[src/rtl/tpc_regs.svh]
`ifndef TPC_REGS_SVH
`define TPC_REGS_SVH

// Fixed divider ratios and the counter widths of all three dividers
`define TPC_REF_RATIO       10'h200
`define TPC_REF_WIDTH       10
`define TPC_PRESCALE_RATIO  4'h8
`define TPC_PRESCALE_WIDTH  4
`define TPC_DIV_WIDTH       15

// Address byte
`define TPC_ADDR_FIXED      5'h18
`define TPC_ADDR_DIR_WRITE  1'b0

// Byte type flag and serial framing
`define TPC_TYPE_BIT        7
`define TPC_BITS_PER_BYTE   4'h8

// Control byte one fields
`define TPC_LC_CURRENT_HIGH 6
`define TPC_LC_TEST_ROUTE   5
`define TPC_LC_TRISTATE     4
`define TPC_LC_AMP_OFF      0

// Control byte two fields
`define TPC_PC_PORT_LSB     4
`define TPC_PC_PORT_MSB     7
`define TPC_PC_BAND_LSB     0
`define TPC_PC_BAND_MSB     2

// Register reset values
`define TPC_DIV_UPPER_RST   8'h00
`define TPC_DIV_LOWER_RST   8'h00
`define TPC_LOOP_CTL_RST    8'h00
`define TPC_PORT_CTL_RST    8'h00

`endif

[src/rtl/tpc_pkg.sv]
package tpc_pkg;

    typedef enum logic [2:0] {
        I2C_IDLE,
        I2C_ADDR,
        I2C_ACK,
        I2C_DATA,
        I2C_IGNORE
    } tpc_i2c_state_t;

    typedef struct packed {
        logic scl;
        logic sda;
    } tpc_i2c_in_t;

    typedef struct packed {
        logic drive;
        logic oe;
        logic currentHigh;
    } tpc_pump_t;

endpackage : tpc_pkg

[src/rtl/tpc_divider.sv]
`timescale 1ns/100ps
`include "tpc_regs.svh"

module tpc_divider #(
    parameter int WIDTH = `TPC_DIV_WIDTH
) (
    input  wire logic             clk_sys,
    input  wire logic             rstn,
    input  wire logic             ce,
    input  wire logic             tick,
    input  wire logic [WIDTH-1:0] ratio,
    output logic                  divOut,
    output logic                  wrap
);
    import tpc_pkg::*;

    typedef struct packed {
        logic [WIDTH-1:0] cnt;
        logic             out;
        logic             wrap;
    } tpc_div_state_t;

    tpc_div_state_t q;
    tpc_div_state_t d;

    // Output falls on the wrap, so the wrap pulse marks the falling edge
    always_comb begin
        d = q;
        d.wrap = 1'b0;
        if (tick) begin
            if (q.cnt >= ratio - WIDTH'(1)) begin
                d.cnt = '0;
                d.wrap = 1'b1;
            end else begin
                d.cnt = q.cnt + WIDTH'(1);
            end
        end
        d.out = (d.cnt >= (ratio >> 1));
    end

    always_ff @(posedge clk_sys or negedge rstn) begin
        if (!rstn) begin
            q <= '0;
        end else if (ce) begin
            q <= d;
        end
    end

    assign divOut = q.out;
    assign wrap   = q.wrap;

    property p_div_wrap;
        @(posedge clk_sys) disable iff (!rstn)
        (ce && tick && q.cnt == ratio - WIDTH'(1)) |=> (q.wrap && q.cnt == '0);
    endproperty
    a_div_wrap: assert property (p_div_wrap) else $error("divider missed its wrap");

endmodule : tpc_divider

[src/rtl/tpc_phase_det.sv]
`timescale 1ns/100ps

module tpc_phase_det (
    input  wire logic clk_sys,
    input  wire logic rstn,
    input  wire logic ce,
    input  wire logic divFall,
    input  wire logic refFall,
    output logic      up,
    output logic      dn
);
    import tpc_pkg::*;

    typedef struct packed {
        logic up;
        logic dn;
    } tpc_pfd_state_t;

    tpc_pfd_state_t q;
    tpc_pfd_state_t d;

    // Edges that meet in one cycle cancel: no pulse while in phase
    always_comb begin
        d = q;
        d.up = q.up | divFall;
        d.dn = q.dn | refFall;
        if (d.up && d.dn) begin
            d.up = 1'b0;
            d.dn = 1'b0;
        end
    end

    always_ff @(posedge clk_sys or negedge rstn) begin
        if (!rstn) begin
            q <= '0;
        end else if (ce) begin
            q <= d;
        end
    end

    assign up = q.up;
    assign dn = q.dn;

    property p_never_both;
        @(posedge clk_sys) disable iff (!rstn)
        !(q.up && q.dn);
    endproperty
    a_never_both: assert property (p_never_both) else $error("up and down both on");

    property p_up_on_div;
        @(posedge clk_sys) disable iff (!rstn)
        (ce && divFall && !refFall && !q.dn) |=> (q.up && !q.dn);
    endproperty
    a_up_on_div: assert property (p_up_on_div) else $error("early vco edge gave no up");

endmodule : tpc_phase_det

[src/rtl/tpc_top.sv]
// What this block does
// - Reference is the device clock divided by a fixed 512.
// - Input goes through divide-by-8, then programmable divider 256 to 32767.
// - Up pulses when divided input falls first; down pulses otherwise.
// - In phase, neither pump current is driven; output floats.
// - Tristate bit at 1 floats the pump output whatever the detector does.
// - Amplifier-off bit at 1 disconnects the tuning amplifier output.
// - Pump current select bit at 1 picks the high current, else low.
// - Band bit at 1 turns its band output on; 0 leaves it off.
// - Each of four port bits at 1 turns its port output on.
// - Test bit routes reference to port six, divided input to port seven.
// - Start is SDA falling with SCL high; stop is SDA rising; both detected.
// - SDA changes only while SCL low; bits are sampled on SCL rise.
// - Device pulls SDA low through the ninth clock as acknowledge.
// - Address byte is 11000, two chip-select bits, then a low direction bit.
// - First or third data byte MSB: 0 means divider pair, 1 control pair.
// - Second byte of a pair has the first byte's type, or a stop comes.
// - Divider ratio is 15 bits: upper seven from byte one, lower eight from two.
// - Control byte one: flag, current select, test, tristate, three ones, amp-off.
// - Control byte two: ports seven to four, spare bit, bands two to zero.
// - Chip-select bits come from the coded level on the address-select pin.
// - After power-up reset the device leaves SDA released until it acknowledges.
`timescale 1ns/100ps
`include "tpc_regs.svh"

module tpc_top (
    input  wire logic              clk_sys,
    input  wire logic              rstn,
    input  wire logic              ce,
    input  wire tpc_pkg::tpc_i2c_in_t i2cIn,
    output logic                   sdaOut,
    output logic                   sdaOe,
    input  wire logic [1:0]        addrSelLevel,
    input  wire logic              vcoIn,
    output tpc_pkg::tpc_pump_t     pumpOut,
    output logic                   tuningAmpOn,
    output logic [2:0]             bandOn,
    output logic [3:0]             portOn
);
    import tpc_pkg::*;

    typedef struct packed {
        tpc_i2c_state_t state;
        logic           sclPrev;
        logic           sdaPrev;
        logic           vcoPrev;
        logic [3:0]     bitCnt;
        logic [7:0]     shift;
        logic           ackOn;
        logic           addressed;
        logic           secondExp;
        logic           pendCtl;
        logic [7:0]     divUpper;
        logic [7:0]     divLower;
        logic [7:0]     loopCtl;
        logic [7:0]     portCtl;
        logic [1:0]     chipSel;
        logic           csTaken;
        tpc_pump_t      pump;
        logic           ampOn;
        logic [2:0]     band;
        logic [3:0]     port;
    } tpc_top_state_t;

    tpc_top_state_t q;
    tpc_top_state_t d;

    logic        sclRise;
    logic        sclFall;
    logic        startCond;
    logic        stopCond;
    logic        byteDone;
    logic        addrMatch;
    logic        vcoRise;
    logic        preWrap;
    logic        refClk;
    logic        refWrap;
    logic        divClk;
    logic        divWrap;
    logic        pfdUp;
    logic        pfdDn;
    logic [14:0] divRatio;

    assign sclRise   = i2cIn.scl && !q.sclPrev;
    assign sclFall   = !i2cIn.scl && q.sclPrev;
    assign startCond = i2cIn.scl && q.sclPrev && q.sdaPrev && !i2cIn.sda;
    assign stopCond  = i2cIn.scl && q.sclPrev && !q.sdaPrev && i2cIn.sda;
    assign byteDone  = sclFall && (q.bitCnt == `TPC_BITS_PER_BYTE);
    assign addrMatch = (q.shift == {`TPC_ADDR_FIXED, q.chipSel, `TPC_ADDR_DIR_WRITE});
    assign vcoRise   = vcoIn && !q.vcoPrev;
    assign divRatio  = {q.divUpper[6:0], q.divLower};

    // Reference runs off the device clock, gated only by ce
    tpc_divider #(
        .WIDTH (`TPC_REF_WIDTH)
    ) u_ref_div (
        .clk_sys (clk_sys),
        .rstn    (rstn),
        .ce      (ce),
        .tick    (1'b1),
        .ratio   (`TPC_REF_RATIO),
        .divOut  (refClk),
        .wrap    (refWrap)
    );

    tpc_divider #(
        .WIDTH (`TPC_PRESCALE_WIDTH)
    ) u_prescale (
        .clk_sys (clk_sys),
        .rstn    (rstn),
        .ce      (ce),
        .tick    (vcoRise),
        .ratio   (`TPC_PRESCALE_RATIO),
        .divOut  (),
        .wrap    (preWrap)
    );

    // A ratio below the documented floor still divides, just not usefully
    tpc_divider #(
        .WIDTH (`TPC_DIV_WIDTH)
    ) u_prog_div (
        .clk_sys (clk_sys),
        .rstn    (rstn),
        .ce      (ce),
        .tick    (preWrap),
        .ratio   (divRatio),
        .divOut  (divClk),
        .wrap    (divWrap)
    );

    tpc_phase_det u_pfd (
        .clk_sys (clk_sys),
        .rstn    (rstn),
        .ce      (ce),
        .divFall (divWrap),
        .refFall (refWrap),
        .up      (pfdUp),
        .dn      (pfdDn)
    );

    always_comb begin
        d = q;
        d.sclPrev = i2cIn.scl;
        d.sdaPrev = i2cIn.sda;
        d.vcoPrev = vcoIn;

        // Strap is caught once, on the first enabled cycle after reset
        if (!q.csTaken) begin
            d.chipSel = addrSelLevel;
            d.csTaken = 1'b1;
        end

        case (q.state)
            I2C_ADDR, I2C_DATA: begin
                if (sclRise) begin
                    d.shift  = {q.shift[6:0], i2cIn.sda};
                    d.bitCnt = q.bitCnt + 4'h1;
                end
                if (byteDone) begin
                    d.bitCnt = 4'h0;
                    if (q.state == I2C_ADDR) begin
                        if (addrMatch) begin
                            d.addressed = 1'b1;
                            d.ackOn     = 1'b1;
                            d.state     = I2C_ACK;
                        end else begin
                            d.state = I2C_IGNORE;
                        end
                    end else begin
                        d.ackOn = 1'b1;
                        d.state = I2C_ACK;
                        if (!q.secondExp) begin
                            d.secondExp = 1'b1;
                            if (q.shift[`TPC_TYPE_BIT]) begin
                                d.loopCtl = q.shift;
                                d.pendCtl = 1'b1;
                            end else begin
                                d.divUpper = q.shift;
                                d.pendCtl  = 1'b0;
                            end
                        end else begin
                            // Master keeps the pair's type; no type check here
                            d.secondExp = 1'b0;
                            if (q.pendCtl) begin
                                d.portCtl = q.shift;
                            end else begin
                                d.divLower = q.shift;
                            end
                        end
                    end
                end
            end
            I2C_ACK: begin
                if (sclFall) begin
                    d.ackOn = 1'b0;
                    d.state = I2C_DATA;
                end
            end
            I2C_IDLE, I2C_IGNORE: begin
                d.ackOn = 1'b0;
            end
            default: begin
                d.ackOn = 1'b0;
                d.state = I2C_IDLE;
            end
        endcase

        // Bus conditions override whatever the byte machine decided
        if (startCond) begin
            d.state     = I2C_ADDR;
            d.bitCnt    = 4'h0;
            d.ackOn     = 1'b0;
            d.addressed = 1'b0;
            d.secondExp = 1'b0;
        end else if (stopCond) begin
            d.state     = I2C_IDLE;
            d.ackOn     = 1'b0;
            d.addressed = 1'b0;
        end

        // Pump drives only while exactly one detector pulse is on
        d.pump.drive       = pfdUp;
        d.pump.oe          = (pfdUp ^ pfdDn) && !q.loopCtl[`TPC_LC_TRISTATE];
        d.pump.currentHigh = q.loopCtl[`TPC_LC_CURRENT_HIGH];
        d.ampOn            = !q.loopCtl[`TPC_LC_AMP_OFF];
        d.band             = q.portCtl[`TPC_PC_BAND_MSB:`TPC_PC_BAND_LSB];
        d.port             = q.portCtl[`TPC_PC_PORT_MSB:`TPC_PC_PORT_LSB];
        if (q.loopCtl[`TPC_LC_TEST_ROUTE]) begin
            d.port[2] = refClk;
            d.port[3] = divClk;
        end
    end

    always_ff @(posedge clk_sys or negedge rstn) begin
        if (!rstn) begin
            q          <= '0;
            q.state    <= I2C_IDLE;
            q.sclPrev  <= 1'b1;
            q.sdaPrev  <= 1'b1;
            q.ackOn    <= 1'b0;
            q.divUpper <= `TPC_DIV_UPPER_RST;
            q.divLower <= `TPC_DIV_LOWER_RST;
            q.loopCtl  <= `TPC_LOOP_CTL_RST;
            q.portCtl  <= `TPC_PORT_CTL_RST;
        end else if (ce) begin
            q <= d;
        end
    end

    // SDA is only ever pulled low; the level itself never varies
    assign sdaOut      = 1'b0;
    assign sdaOe       = q.ackOn;
    assign pumpOut     = q.pump;
    assign tuningAmpOn = q.ampOn;
    assign bandOn      = q.band;
    assign portOn      = q.port;

    property p_ack_cause;
        @(posedge clk_sys) disable iff (!rstn)
        $rose(sdaOe) |-> $past(byteDone);
    endproperty
    a_ack_cause: assert property (p_ack_cause) else $error("ack without a full byte");

    property p_ack_release;
        @(posedge clk_sys) disable iff (!rstn)
        (ce && sdaOe && sclFall && !startCond && !stopCond) |=> !sdaOe;
    endproperty
    a_ack_release: assert property (p_ack_release) else $error("ack held past ninth clock");

    property p_reset_quiet;
        @(posedge clk_sys)
        $rose(rstn) |-> !sdaOe;
    endproperty
    a_reset_quiet: assert property (p_reset_quiet) else $error("SDA pulled at reset release");

    property p_ignore_quiet;
        @(posedge clk_sys) disable iff (!rstn)
        (q.state == I2C_IGNORE) |-> !sdaOe;
    endproperty
    a_ignore_quiet: assert property (p_ignore_quiet) else $error("acked foreign address");

    property p_addr_match;
        @(posedge clk_sys) disable iff (!rstn)
        $rose(q.addressed) |-> ($past(q.shift) == {`TPC_ADDR_FIXED, q.chipSel, 1'b0});
    endproperty
    a_addr_match: assert property (p_addr_match) else $error("wrong address accepted");

    property p_start_seen;
        @(posedge clk_sys) disable iff (!rstn)
        (ce && startCond) |=> (q.state == I2C_ADDR && q.bitCnt == 4'h0);
    endproperty
    a_start_seen: assert property (p_start_seen) else $error("start not detected");

    property p_sample_rise;
        @(posedge clk_sys) disable iff (!rstn)
        (ce && sclRise && !startCond && (q.state == I2C_DATA || q.state == I2C_ADDR))
            |=> (q.shift[0] == $past(i2cIn.sda));
    endproperty
    a_sample_rise: assert property (p_sample_rise) else $error("bit not sampled on rise");

    property p_div_pair;
        @(posedge clk_sys) disable iff (!rstn)
        (ce && byteDone && q.state == I2C_DATA && q.secondExp && !q.pendCtl && !startCond)
            |=> (q.divLower == $past(q.shift) && !q.secondExp);
    endproperty
    a_div_pair: assert property (p_div_pair) else $error("divider second byte lost");

    property p_tristate;
        @(posedge clk_sys) disable iff (!rstn)
        (ce && q.loopCtl[`TPC_LC_TRISTATE]) |=> !pumpOut.oe;
    endproperty
    a_tristate: assert property (p_tristate) else $error("pump driven while tristated");

    property p_current;
        @(posedge clk_sys) disable iff (!rstn)
        ce |=> (pumpOut.currentHigh == $past(q.loopCtl[`TPC_LC_CURRENT_HIGH]));
    endproperty
    a_current: assert property (p_current) else $error("pump current not following");

    property p_amp_off;
        @(posedge clk_sys) disable iff (!rstn)
        ce |=> (tuningAmpOn == !$past(q.loopCtl[`TPC_LC_AMP_OFF]));
    endproperty
    a_amp_off: assert property (p_amp_off) else $error("amplifier not following");

    property p_band;
        @(posedge clk_sys) disable iff (!rstn)
        ce |=> (bandOn == $past(q.portCtl[2:0]));
    endproperty
    a_band: assert property (p_band) else $error("band outputs not following");

    property p_test_route;
        @(posedge clk_sys) disable iff (!rstn)
        (ce && q.loopCtl[`TPC_LC_TEST_ROUTE]) |=> (portOn[2] == $past(refClk)
            && portOn[3] == $past(divClk));
    endproperty
    a_test_route: assert property (p_test_route) else $error("test signals not routed");

    property p_lock_quiet;
        @(posedge clk_sys) disable iff (!rstn)
        (ce && !pfdUp && !pfdDn) |=> !pumpOut.oe;
    endproperty
    a_lock_quiet: assert property (p_lock_quiet) else $error("pump driven while in phase");

    c_ack: cover property (@(posedge clk_sys) disable iff (!rstn) $rose(sdaOe));
    c_div_pair: cover property (@(posedge clk_sys) disable iff (!rstn)
        $changed(q.divLower));
    c_ctl_pair: cover property (@(posedge clk_sys) disable iff (!rstn)
        $changed(q.portCtl));
    c_test_mode: cover property (@(posedge clk_sys) disable iff (!rstn)
        q.loopCtl[`TPC_LC_TEST_ROUTE]);

endmodule : tpc_top

[config.mk]
export PLATFORM = sky130hd
export DESIGN_NAME = tpc_top
export DESIGN_NICKNAME = d
export VERILOG_FILES = /design/src/rtl/tpc_pkg.sv /design/src/rtl/tpc_divider.sv /design/src/rtl/tpc_phase_det.sv /design/src/rtl/tpc_top.sv
export VERILOG_INCLUDE_DIRS = /design/src /design/src/rtl
export SDC_FILE = /design/constraint.sdc
export NUM_CORES = 1
export LEC_CHECK = 0
export ABC_AREA = 1
export BUFFER_PORTS_ARGS = -buffer_cell sky130_fd_sc_hd__buf_2
export CAP_MARGIN = 0
export CORE_ASPECT_RATIO = 0.9
export CORE_UTILIZATION = 40
export DETAILED_ROUTE_END_ITERATION = 8
export PLACE_DENSITY = 0.57
export SLEW_MARGIN = 20
export SYNTH_ARGS = -nofsm -noshare
export SYNTH_HDL_FRONTEND = slang
export SYNTH_SLANG_ARGS = --single-unit
[constraint.sdc]
create_clock -name clk_sys -period 4.7 [get_ports clk_sys]
set_input_delay 0.94 -clock clk_sys [delete_from_list [all_inputs] [get_ports clk_sys]]
set_output_delay 0.94 -clock clk_sys [all_outputs]
set_load 0.005 [all_outputs]
* Word level (Yosys, flattened, before mapping) *
Index checks and enable logic that the tools add are counted.

word-level totals
  register bits after elaboration = 102

operators by class
  muxes and demuxes = 43
  reduce and logical (&&, ||, !) cells = 36
  equal/unequal tests = 11
  $add $sub $neg = 5
  bitwise operators = 8
  magnitude comparators = 5

operators by type and width
  cell                                                   number
  two-way mux 8 bit                                      6
  two-way mux 36 bit                                     1
  two-way mux 35 bit                                     1
  two-way mux 34 bit                                     1
  two-way mux 15 bit                                     2
  two-way mux 12 bit                                     2
  AND reduction 6 bit                                    4
  >= comparator 10 x 9 -> 1 bit (second input constant)  2
  two-way mux 3 bit                                      6
  adder 15 x 1 -> 15 bit (second input constant)         1
  >= comparator 15 x 14 -> 1 bit                         1
  >= comparator 15 bit                                   1
  subtractor 15 x 1 -> 15 bit (second input constant)    1
  two-way mux 4 bit                                      3
  AND reduction 4 bit                                    3
  logical AND 1 bit                                      11
  two-way mux 1 bit                                      11
  adder 10 x 1 -> 10 bit (second input constant)         1
  two-way mux 10 bit                                     1
  two-way mux 2 bit                                      5
  two-way mux 9 bit                                      1
  one-hot mux 3 bit (3 select lines)                     1
  adder 4 x 1 -> 4 bit (second input constant)           2
  equality test 8 bit                                    1
  other kinds (22)                                       39

* Longest topological paths before layout *
Gate-level depths: netlist of run 1.

  depth in word-level cells = 7
  gate-level depth with buffers = 26

* By module *
A second synthesis of run 1 with hierarchy kept.

unflattened totals
  cell total of the unflattened synthesis = 925
  area, all modules = 6892.9 µm²

by module, submodules not included
  module                    instances  cells an instance  seq. area each (µm²)  area each (µm²)
  tpc_top                   1          325                1529.0                2852.7
  tpc_divider (u_prog_div)  1          313                425.4                 2065.7
  tpc_divider (u_ref_div)   1          200                300.3                 1343.8
  tpc_divider (u_prescale)  1          73                 150.1                 533.0
  tpc_phase_det             1          14                 50.0                  97.6

* Worst setup path after synthesis of run 1 *
OpenSTA, ideal clock, no wires.

  kind = register to register
  start = reg q, in the netlist divRatio[0]
  end = reg u_prog_div.q, in the netlist u_prog_div.divOut
  path slack = 1377 ps
  period minus slack after synthesis = 3323 ps
  library setup time = 124 ps
  path buffers = 1
  arrival = 3199 ps
  data required time = 4576 ps
  stages on the path, launching flop included = 24
  cells stage by stage = dfrtp_1 inv_1 ha_1 nand3_1 nor3_2 nand3_1 nor3_1 xor2_1 ha_1 a21oi_1 o21ai_0 nor2_1 nand2_1 nand2_1 buf_2 nand2_1 inv_1 ha_1 a21oi_1 nand2_1 a21oi_1 nand2_1 a21oi_1 a21oi_1

RTL lines
  element               line               text
  start, declared       tpc_top.sv:65      tpc_top_state_t q;
  end signal, assigned  tpc_divider.sv:43  q <= '0;
  end signal, assigned  tpc_divider.sv:45  q <= d;
  end, declared         tpc_divider.sv:23  tpc_div_state_t q;

==> out/metrics.yaml, run 1 <==
layout_common_cells: "209 x nand2_1, 99 x inv_1, 95 x dfrtp_1"
synth_seq_cells: 97
synth_compound_area_frac: 0.100
synth_edf_count: 0
leakagePower_nw: 3.26
crit_type: "flop to flop"
synth_xor_xnor_area_share: 0.0327
r2r_start: "divRatio[0]"
avgSynthCellArea_um2: 7.74
setup_violations: 0
p_per_area_mw_per_mm2: 352
yosys.area_share.adder: 0.0778
clk_pin_slew_ns: 0.07
grt_pass1_vias: 4260
setup_ws_ns: 0.908
worst_setup_path_start_kind: "flop"
async_flop_share: 1.00
crit_arrival_ns: 4.03
vias_per_cell: 4.79
cp_max_fo: 8
path_cells: "inv_1 > ha_1 > nand3_1 > nor3_2 > nand3_1 > nor3_1 > xor2_1 > ha_1 > a21oi_1 > o21ai_0 > nor2_1 > nand2_1 > nand2_1 > inv_1 > nor2_1 > ha_1 > a21oi_1 > nand2_1 > nand2_1 > nand2_1 > nand2_1 > nand2_1 > a21oi_1 > a21oi_1"
tightest_slew_ns: 0.950
relSlewSlack: 0.367
whs_ns: 0.456
synthFlopType: "dfrtp_1"
cts.hold.buffers_added: 0
cpMostUsedCell: "nand2_1"
tritoncts: "yes"
clockRootBuffer: "clkbuf_16"
track_usage: 0.180
synth_nets: 770
drtPass1Iterations: 4
cts_resized: 0
crit_start: "divRatio[0]"
syn_area_mm2: 0.00563
r2r_cells: 24
dieWidth_um: 127
ys_types: 38
cp_data_required_time_ns: 4.94
die_h_um: 115
syn_inst: 727
area_growth_pct: 8.60
crit_end: "u_prog_div.divOut"
dp_cells: 912
grt_max_degree: 74
r2r-end: "u_prog_div.divOut"
cpPeakStageDelay_ns: 0.38
ant_nets: 0
gp_congestion: 0.836
synth_mux_area_frac: 0.00200
final_common_cell: "nand2_1"
pin_count: 21
gr-total-overflow: 0
drc: 0
rsz0062_at_grt: "false"
yosys.area_share.simple: 0.259
cp_slowest_cell: "dfrtp_1"
h-tree-depth: 3
ys_warn_count: 0
pre_cts_ws_ns: 0.922
cts_buffers: 9
setup_tns_ns: 0
drv_slew: 0
r2r_slack_ns: 0.91
n_antenna_cell: 0
min_period_ns: 3.79
holdPathStages: 2
drive_above_1_share: 0.0825
max_cap_violations: 0
start_util: 0.415
wl_per_cell_um: 12.9
drtIter0Drc: 282
hold_viol_final: 0
peakVddDrop_mv: 0.234
rows: 40
hpwl_um: 8920
critPathCaptureType: "flop"
fin_nets: 777
timing.final.crit_share: 0.807
antenna_found_initial: 0
clkLatencyLatePin_ns: 0.36
fp.coreArea_mm2: 0.0136
hp-class: "flop to flop"
postCtsSetupBuffers: 0
status: "complete, no violations"
drt_wl_total_um: 12000
route.vias.total: 4448
skew_ns: 0.00639
cts_sinks: 97
port_buffers: 19
synth_top_family_by_area: "simple AND/OR/NAND/NOR gates"
finalNonFillerCells: 928
dieArea_mm2: 0.0146
cts_buffer_depth: 2
max_freq_ghz: 0.264
ys_seq_area_frac: 0.432
grt_pass1_wl_um: 20300
## layer usage
layer,wire [µm],part of all wire,up-vias,GRT usage
met3,409,0.034,10,0.0491
met4,138,0.012,0,0.0452
met2,5650,0.47,47,0.291
li1,-,-,2322,-
met1,5790,0.48,2069,0.240
met5,0,0,-,0
## sequential cells by signal, indices dropped and copies added (netlist names)
| name | cells |
|---|---|
| q | 28 |
| divRatio | 15 |
| u_prog_div.q | 15 |
| u_ref_div.q | 10 |
| d | 6 |
| portOn | 4 |
| u_prescale.q | 4 |
| bandOn | 3 |
| pumpOut | 3 |
| sdaOe | 1 |
| tuningAmpOn | 1 |
| u_pfd.dn | 1 |
| u_pfd.up | 1 |
| u_prescale.wrap | 1 |
| u_prog_div.divOut | 1 |
| u_prog_div.wrap | 1 |
| u_ref_div.divOut | 1 |
| u_ref_div.wrap | 1 |
## worst max-delay path: cells and delay by family (launching register included)
family | cells | cell delay, ns
buffers and inverters | 2 | 0.28
flip-flops | 1 | 0.38
XOR/XNOR | 1 | 0.18
adder cells (fa/ha/maj) | 3 | 0.73
AO/OA/AOI/OAI | 5 | 0.53
AND/OR/NAND/NOR | 13 | 1.57
## cell usage after synthesis (2+ instances only)
master / count / share of area
o31ai_1: 2 / 0.0027
inv_1: 99 / 0.066
clkbuf_1: 10 / 0.0067
nor3_1: 10 / 0.0089
nor2_1: 60 / 0.040
buf_6: 2 / 0.0040
nand4_1: 16 / 0.018
ha_1: 35 / 0.078
xnor2_1: 2 / 0.0031
buf_2: 4 / 0.0036
nand2_1: 209 / 0.14
nor2_2: 3 / 0.0033
dfstp_2: 2 / 0.0093
xor2_1: 19 / 0.030
nor4_1: 2 / 0.0022
o21bai_1: 2 / 0.0027
o21ai_0: 57 / 0.051
a21o_1: 3 / 0.0040
nand3b_1: 3 / 0.0040
a21oi_1: 25 / 0.022
dfrtp_1: 95 / 0.42
buf_4: 11 / 0.015
o21ai_2: 8 / 0.012
inv_2: 2 / 0.0013
nand3_1: 33 / 0.029
## worst min path at each step
stage,start,endpoint,slack (ns)
floorplan,q[11],q[11],0.42
global placement,q[11],q[11],0.44
detailed placement,q[11],q[11],0.44
CTS,q[11],q[11],0.46
global route,pumpOut[0],pumpOut[0],0.49
finish,q[11],q[11],0.46
## logic make-up (layout without fill, tap and decap cells)
logic type / after synthesis / in the layout
adder cells (fa/ha/maj): 35 / 35
multiplexers: 1 / 1
XOR/XNOR: 21 / 21
AO/OA/AOI/OAI: 101 / 101
AND/OR/NAND/NOR: 343 / 343
flip-flops: 97 / 97
other: 1 / 1
buffers and inverters: 128 / 140
## per-stage QoR
stage	utilization	total power, mW	instance area, µm²
finish	0.451	2.15	6110
global route	0.451	2.29	6110
detailed placement	0.430	1.46	5830
global placement	0.430	1.45	5830
floorplan	-	1.34	5630
CTS	0.451	2.18	6110
## cell type report
class                           instances  area (µm²)
Inverter                              101         379
Clock buffer                           11         243
Sequential cell                        97        2430
Clock inverter                          5        40.0
Fill cell                            1376        7450
Timing Repair Buffer                   23         128
Tap cell                              189         236
Multi-Input combinational cell        502        2660
## where the power goes
part           switching (mW)  internal (mW)
clock network           0.327          0.377
logic                   0.258          0.147
registers               0.102          0.942
(Power assumes the default switching activity.)
==> run 2, diff against run 1 <==
Settings changed: ABC_AREA 1 to 0.
Clock period 4.7 ns to 3.9 ns, I/O delays scaled along.
==> out/metrics.yaml, run 2 <==
place_area_mm2: 0.00587  # +0.62%
drive_above_1_share: 0.194  # +0.111
cp_data_required_time_ns: 4.14  # -0.80 ns
ys_warn_count: 0  # unchanged
status: "finished with violations"
drt_wl_total_um: 11500  # -4.1%
cts_sinks: 97  # unchanged
gr-total-overflow: 0  # unchanged
layout_common_cells: "95 x dfrtp_1, 50 x nand2_1, 41 x nor2_1"
crit_start: "divRatio[4]"
grt_pass1_wl_um: 19800  # -2.7%
min_period_ns: 4.04  # +0.250 ns
leakagePower_nw: 3.07  # -6.0%
synthFlopType: "dfrtp_1"
r2r_slack_ns: -0.14  # -1.05 ns
port_buffers: 19  # unchanged
r2r-end: "u_prog_div.divOut"
die_h_um: 114  # -0.91%
crit_arrival_ns: 4.28  # +0.25 ns
rows: 40  # unchanged
cp_max_fo: 4  # -4
area_growth_pct: 12.3
synth_nets: 602  # -22%
avgSynthCellArea_um2: 9.88  # +28%
grt_max_degree: 63  # -15%
crit_type: "flop to flop"
async_flop_share: 1.00  # unchanged
ys_types: 55  # +45%
largest_register: "q"
hp-class: "flop to flop"
cts_buffers: 9  # unchanged
crit_end: "u_prog_div.divOut"
r2r_start: "divRatio[4]"
synthTopCellsByArea: "dfrtp_1 43%, ha_1 7.9%, mux2_2 7.3%"
fp.coreArea_mm2: 0.0134  # -1.1%
syn_inst: 559  # -23%
track_usage: 0.174  # -0.00689
largest_reg_flops: 28  # unchanged
fin_nets: 632  # -19%
worst_setup_path_start_kind: "flop"
n_antenna_cell: 0  # unchanged
start_util: 0.412  # -0.00310
violations: "setup timing"
whs_ns: 0.455  # -0.000801 ns
yosysMostFrequentCell: "dfrtp_1"
setup_ws_ns: -0.142  # -1.05 ns
setup_violations: 1  # +1
pin_count: 21  # unchanged
drc: 0  # unchanged
peakVddDrop_mv: 0.263  # +13%
p_per_area_mw_per_mm2: 379  # +7.7%
yosysTopAreaCell: "dfrtp_1"
synth_seq_cells: 97  # unchanged
grt_pass1_vias: 4182  # -1.8%
drtIter0Drc: 235  # -17%
final_common_cell: "dfrtp_1"
fin_area_mm2: 0.00620  # +1.5%
syn_area_mm2: 0.00553  # -1.8%
synth_edf_count: 0  # unchanged
drtPass1Iterations: 4  # unchanged
timing.final.crit_share: 1.04  # +0.230
critPathCaptureType: "flop"
route.vias.total: 4075  # -8.4%
wl_per_cell_um: 15.1  # +17%
tightest_slew_ns: 0.815  # -0.135 ns
tritoncts: "yes"
dieWidth_um: 126  # -0.91%
vias_per_cell: 5.35  # +12%
cts_buffer_depth: 2  # unchanged
hpwl_um: 8370  # -6.2%
clk_pin_slew_ns: 0.07  # about the same
r2r_cells: 19  # -21%
relSlewSlack: 0.457  # +0.0903
skew_ns: 0.00797  # +0.00158 ns
ys_seq_area_frac: 0.440  # +0.00811
gp_congestion: 0.799  # -4.4%
setup_tns_ns: -0.142  # -0.142 ns
fin_util: 0.463  # +0.0118
yosys-top-cells-count: "95 x dfrtp_1, 50 x nand2_1, 41 x nor2_1"
clkLatencyLatePin_ns: 0.35  # about the same
drv_slew: 0  # unchanged
max_freq_ghz: 0.247  # -6.2%
max_cap_violations: 0  # unchanged
yosysTopAreaCellShare: 0.430  # +0.00794
rsz0062_at_grt: "true"
clockRootBuffer: "clkbuf_16"
antenna_found_initial: 0  # unchanged
hold_viol_final: 0  # unchanged
dieArea_mm2: 0.0143  # -1.8%
h-tree-depth: 3  # unchanged
ant_nets: 0  # unchanged
## run 2: cell count changes after synthesis, sizes merged, moves of 7 or more
cell	before	now
xor2	19	11
nor2	63	41
nand2	210	50
mux2i	0	7
mux2	1	36
xnor2	2	22
a22o	0	14
o21ai	65	44
nand3	33	17
nand4	18	7
inv	101	33
nor2b	0	10
and3	1	11
## run 2: repair_timing
| item | 4_1_cts | 5_1_grt |
|---|---|---|
| hold buffers | 0 | 0 |
| setup endpoints to repair | 1 | 1 |
| setup buffers | 2 | 1 |
| pin swaps | 4 | 9 |
| resized for setup | 3 | 7 |
| gates cloned | 0 | 0 |
## run 2: how the worst min path moves through the flow
stage	startpoint	endpoint	cells past startpoint
2_1_floorplan	q[22]	tuningAmpOn	1
3_3_place_gp	q[22]	tuningAmpOn	1
3_5_place_dp	q[22]	tuningAmpOn	1
4_1_cts	q[22]	tuningAmpOn	1
5_1_grt	q[22]	tuningAmpOn	1
6_report	q[22]	tuningAmpOn	1
## run 2: where the power goes
group	internal, mW	switching, mW	total [mW]
Combinational	0.148	0.166	0.314
Sequential	1.09	0.0981	1.18
Clock	0.442	0.412	0.854
## run 2: area by class of cell
| type | instances | area (µm²) |
|---|---|---|
| well taps | 168 | 210 |
| clock buffers | 10 | 229 |
| repair buffers | 46 | 300 |
| multi-input cells | 402 | 2860 |
| fillers | 1280 | 7210 |
| flip-flops and latches | 97 | 2430 |
| inverters | 33 | 124 |
| clock inverters | 6 | 52.6 |
## run 2: kinds of logic after synthesis
family,count (synthesis),share of synthesized area
xor+xnor,33,0.0523
fa+ha+maj,35,0.0793
mux,43,0.0861
flops,97,0.440
simple gates,175,0.159
compound gates,115,0.133
other cells,1,0.000679
buf+inv,60,0.0505
## run 2: per-stage QoR
step	worst slack, ns	total power, mW	cells
finish	-0.142	2.35	762
global route	-0.361	2.49	762
CTS	-0.176	2.37	761
detailed placement	-0.194	1.50	743
global placement	-0.0539	1.48	743
floorplan	-0.0768	1.39	559
## run 2: worst max-delay path, stage by stage (launching register included)
cell       delay (ns)
dfrtp_1          0.39
nor4_2           0.30
nand2_1          0.14
or4_4            0.53
nor3_4           0.14
xnor2_1          0.14
ha_1             0.29
a21oi_2          0.16
o21ai_2          0.07
a21oi_1          0.12
o31a_1           0.24
and2_4           0.17
mux2i_1          0.06
ha_1             0.29
nand2b_4         0.14
nand3_2          0.07
a21boi_2         0.05
o2111ai_1        0.20
a211oi_1         0.10
o32a_1           0.33
## run 2: per-layer routing
layer  routed length, µm  global-route usage
met3                 291              0.0389
met4                 253              0.0667
met2                5280               0.283
met1                5670               0.226
met5                   0                   0
==> run 3, diff against run 2 <==
Settings changed: BUFFER_PORTS_ARGS -buffer_cell sky130_fd_sc_hd__buf_2 to -buffer_cell sky130_fd_sc_hd__clkbuf_2.
Clock period 3.9 ns to 4.7 ns, I/O delays scaled along.
==> out/metrics.yaml, run 3 (synthesis gave the netlist of run 2 again) <==
cts_resized: 0  # -3
fin_nets: 611  # -3.3%
r2r_cells: 19  # unchanged
fp.coreArea_mm2: 0.0134  # unchanged
crit_type: "flop to flop"
peakVddDrop_mv: 0.195  # -26%
min_period_ns: 4.27  # +0.231 ns
ant_nets: 0  # unchanged
tritoncts: "yes"
antenna_found_initial: 0  # unchanged
cts_buffer_depth: 2  # unchanged
clockRootBuffer: "clkbuf_16"
max_freq_ghz: 0.234  # -5.4%
h-tree-depth: 3  # unchanged
setup_violations: 0  # -1
path_cells: "nor4_2 > nand2_1 > or4_1 > nor3_1 > xnor2_1 > ha_1 > a21oi_1 > o21ai_0 > a21oi_1 > o31a_1 > and2_1 > mux2i_1 > ha_1 > nand2b_1 > nand3_1 > a21boi_0 > o2111ai_1 > a211oi_1 > o32a_1"
cpPeakStageDelay_ns: 0.47  # -0.06 ns
start_util: 0.412  # unchanged
layout_common_cells: "95 x dfrtp_1, 50 x nand2_1, 41 x nor2_1"
fin_util: 0.454  # -0.00896
max_cap_violations: 0  # unchanged
relSlewSlack: 0.446  # -0.0105
drtPass1Iterations: 4  # unchanged
grt_max_degree: 64  # +1.6%
setup_tns_ns: 0  # +0.142 ns
critPathCaptureType: "flop"
crit_end: "u_prog_div.divOut"
rsz0062_at_grt: "false"
skew_ns: 0.00954  # +0.00157 ns
vias_per_cell: 5.30  # -0.95%
hold_viol_final: 0  # unchanged
grt_pass1_vias: 3927  # -6.1%
leakagePower_nw: 2.99  # -2.7%
crit_start: "divRatio[3]"
cts.hold.buffers_added: 0  # unchanged
crit_arrival_ns: 4.51  # +0.23 ns
largest_reg_flops: 28  # unchanged
drc: 0  # unchanged
grt_pass1_wl_um: 19100  # -3.2%
r2r-end: "u_prog_div.divOut"
largest_register: "q"
cts_sinks: 97  # unchanged
cts_buffers: 9  # unchanged
track_usage: 0.168  # -0.00548
wl_per_cell_um: 15.0  # -0.80%
rows: 40  # unchanged
r2r_start: "divRatio[3]"
gr-total-overflow: 0  # unchanged
timing.final.crit_share: 0.909  # -0.127
r2r_slack_ns: 0.43  # +0.57 ns
hpwl_um: 8110  # -3.1%
cp_max_fo: 4  # unchanged
fillers: 1284  # +0.31%
cp_slowest_cell: "or4_1"
drive_above_1_share: 0.152  # -0.0418
die_h_um: 114  # unchanged
postCtsSetupBuffers: 0  # -2
worst_setup_path_start_kind: "flop"
p_per_area_mw_per_mm2: 345  # -9.0%
place_area_mm2: 0.00572  # -2.5%
tightest_slew_ns: 0.830  # +0.0158 ns
status: "complete, no violations"
port_buffers: 19  # unchanged
clkLatencyLatePin_ns: 0.35  # about the same
n_antenna_cell: 0  # unchanged
area_growth_pct: 10.1
fin_area_mm2: 0.00608  # -1.9%
dieArea_mm2: 0.0143  # unchanged
final_common_cell: "dfrtp_1"
drtIter0Drc: 153  # -35%
drt_wl_total_um: 11100  # -3.5%
gp_congestion: 0.791  # -0.98%
dieWidth_um: 126  # unchanged
clk_pin_slew_ns: 0.07  # about the same
drv_slew: 0  # unchanged
route.vias.total: 3925  # -3.7%
hp-class: "flop to flop"
cp_data_required_time_ns: 4.94  # +0.80 ns
pin_count: 21  # unchanged
-- run 3: cell count changes in the layout (fill, tap and decap cells not counted), moves of 2 or more --
cell	previous run	this run
inv_6	0	2
bufinv_16	0	3
clkbuf_2	0	18
inv_8	2	0
clkbuf_8	0	2
buf_2	18	0
buf_4	28	7
o21ai_0	37	39
clkinvlp_4	4	0
-- run 3: power by group --
part	internal (mW)	switching (mW)
sequential	0.902	0.0784
clock	0.553	0.329
combinational	0.109	0.127
-- run 3: cell type report --
type / instances / area, µm² / share of cell area
sequential: 97 / 2430 / 0.399
tap: 168 / 210 / 0.0346
clock inverter: 5 / 108 / 0.0177
inverter: 33 / 124 / 0.0204
clock buffer: 11 / 253 / 0.0415
timing repair buffer: 25 / 143 / 0.0234
multi-input combinational: 402 / 2820 / 0.463
-- run 3: how the worst min path moves through the flow --
stage,endpoint,startpoint,slack [ns],depth (start not counted)
after floorplan,tuningAmpOn,q[22],0.42,1
after global placement,tuningAmpOn,q[22],0.44,1
after detailed placement,tuningAmpOn,q[22],0.44,1
after CTS,tuningAmpOn,q[22],0.45,1
after global routing,tuningAmpOn,q[22],0.46,1
final,tuningAmpOn,q[22],0.45,1
-- run 3: critical path: cells and delay by family, from the launching register on --
kind	cells	cell delay, ns
simple gates	7	1.59
fa+ha+maj	2	0.56
compound gates	8	1.38
mux	1	0.07
flops	1	0.41
xor+xnor	1	0.16
-- run 3: layer usage --
| layer | up-vias | GRT usage | part of all wire |
|---|---|---|---|
| met5 | - | 0 | 0 |
| li1 | 1979 | - | - |
| met3 | 8 | 0.0380 | 0.026 |
| met2 | 36 | 0.270 | 0.46 |
| met1 | 1902 | 0.227 | 0.50 |
| met4 | 0 | 0.0506 | 0.0092 |
-- run 3: stage by stage --
stage                     hold WS [ns]  worst slack [ns]  instances  power [mW]
after floorplan                  0.420             0.574        559        1.16
after global placement           0.438             0.528        725        1.22
after detailed placement         0.441             0.412        725        1.23
after CTS                        0.450             0.406        741        2.13
after global routing             0.459             0.124        741        2.21
final                            0.447             0.427        741        2.10
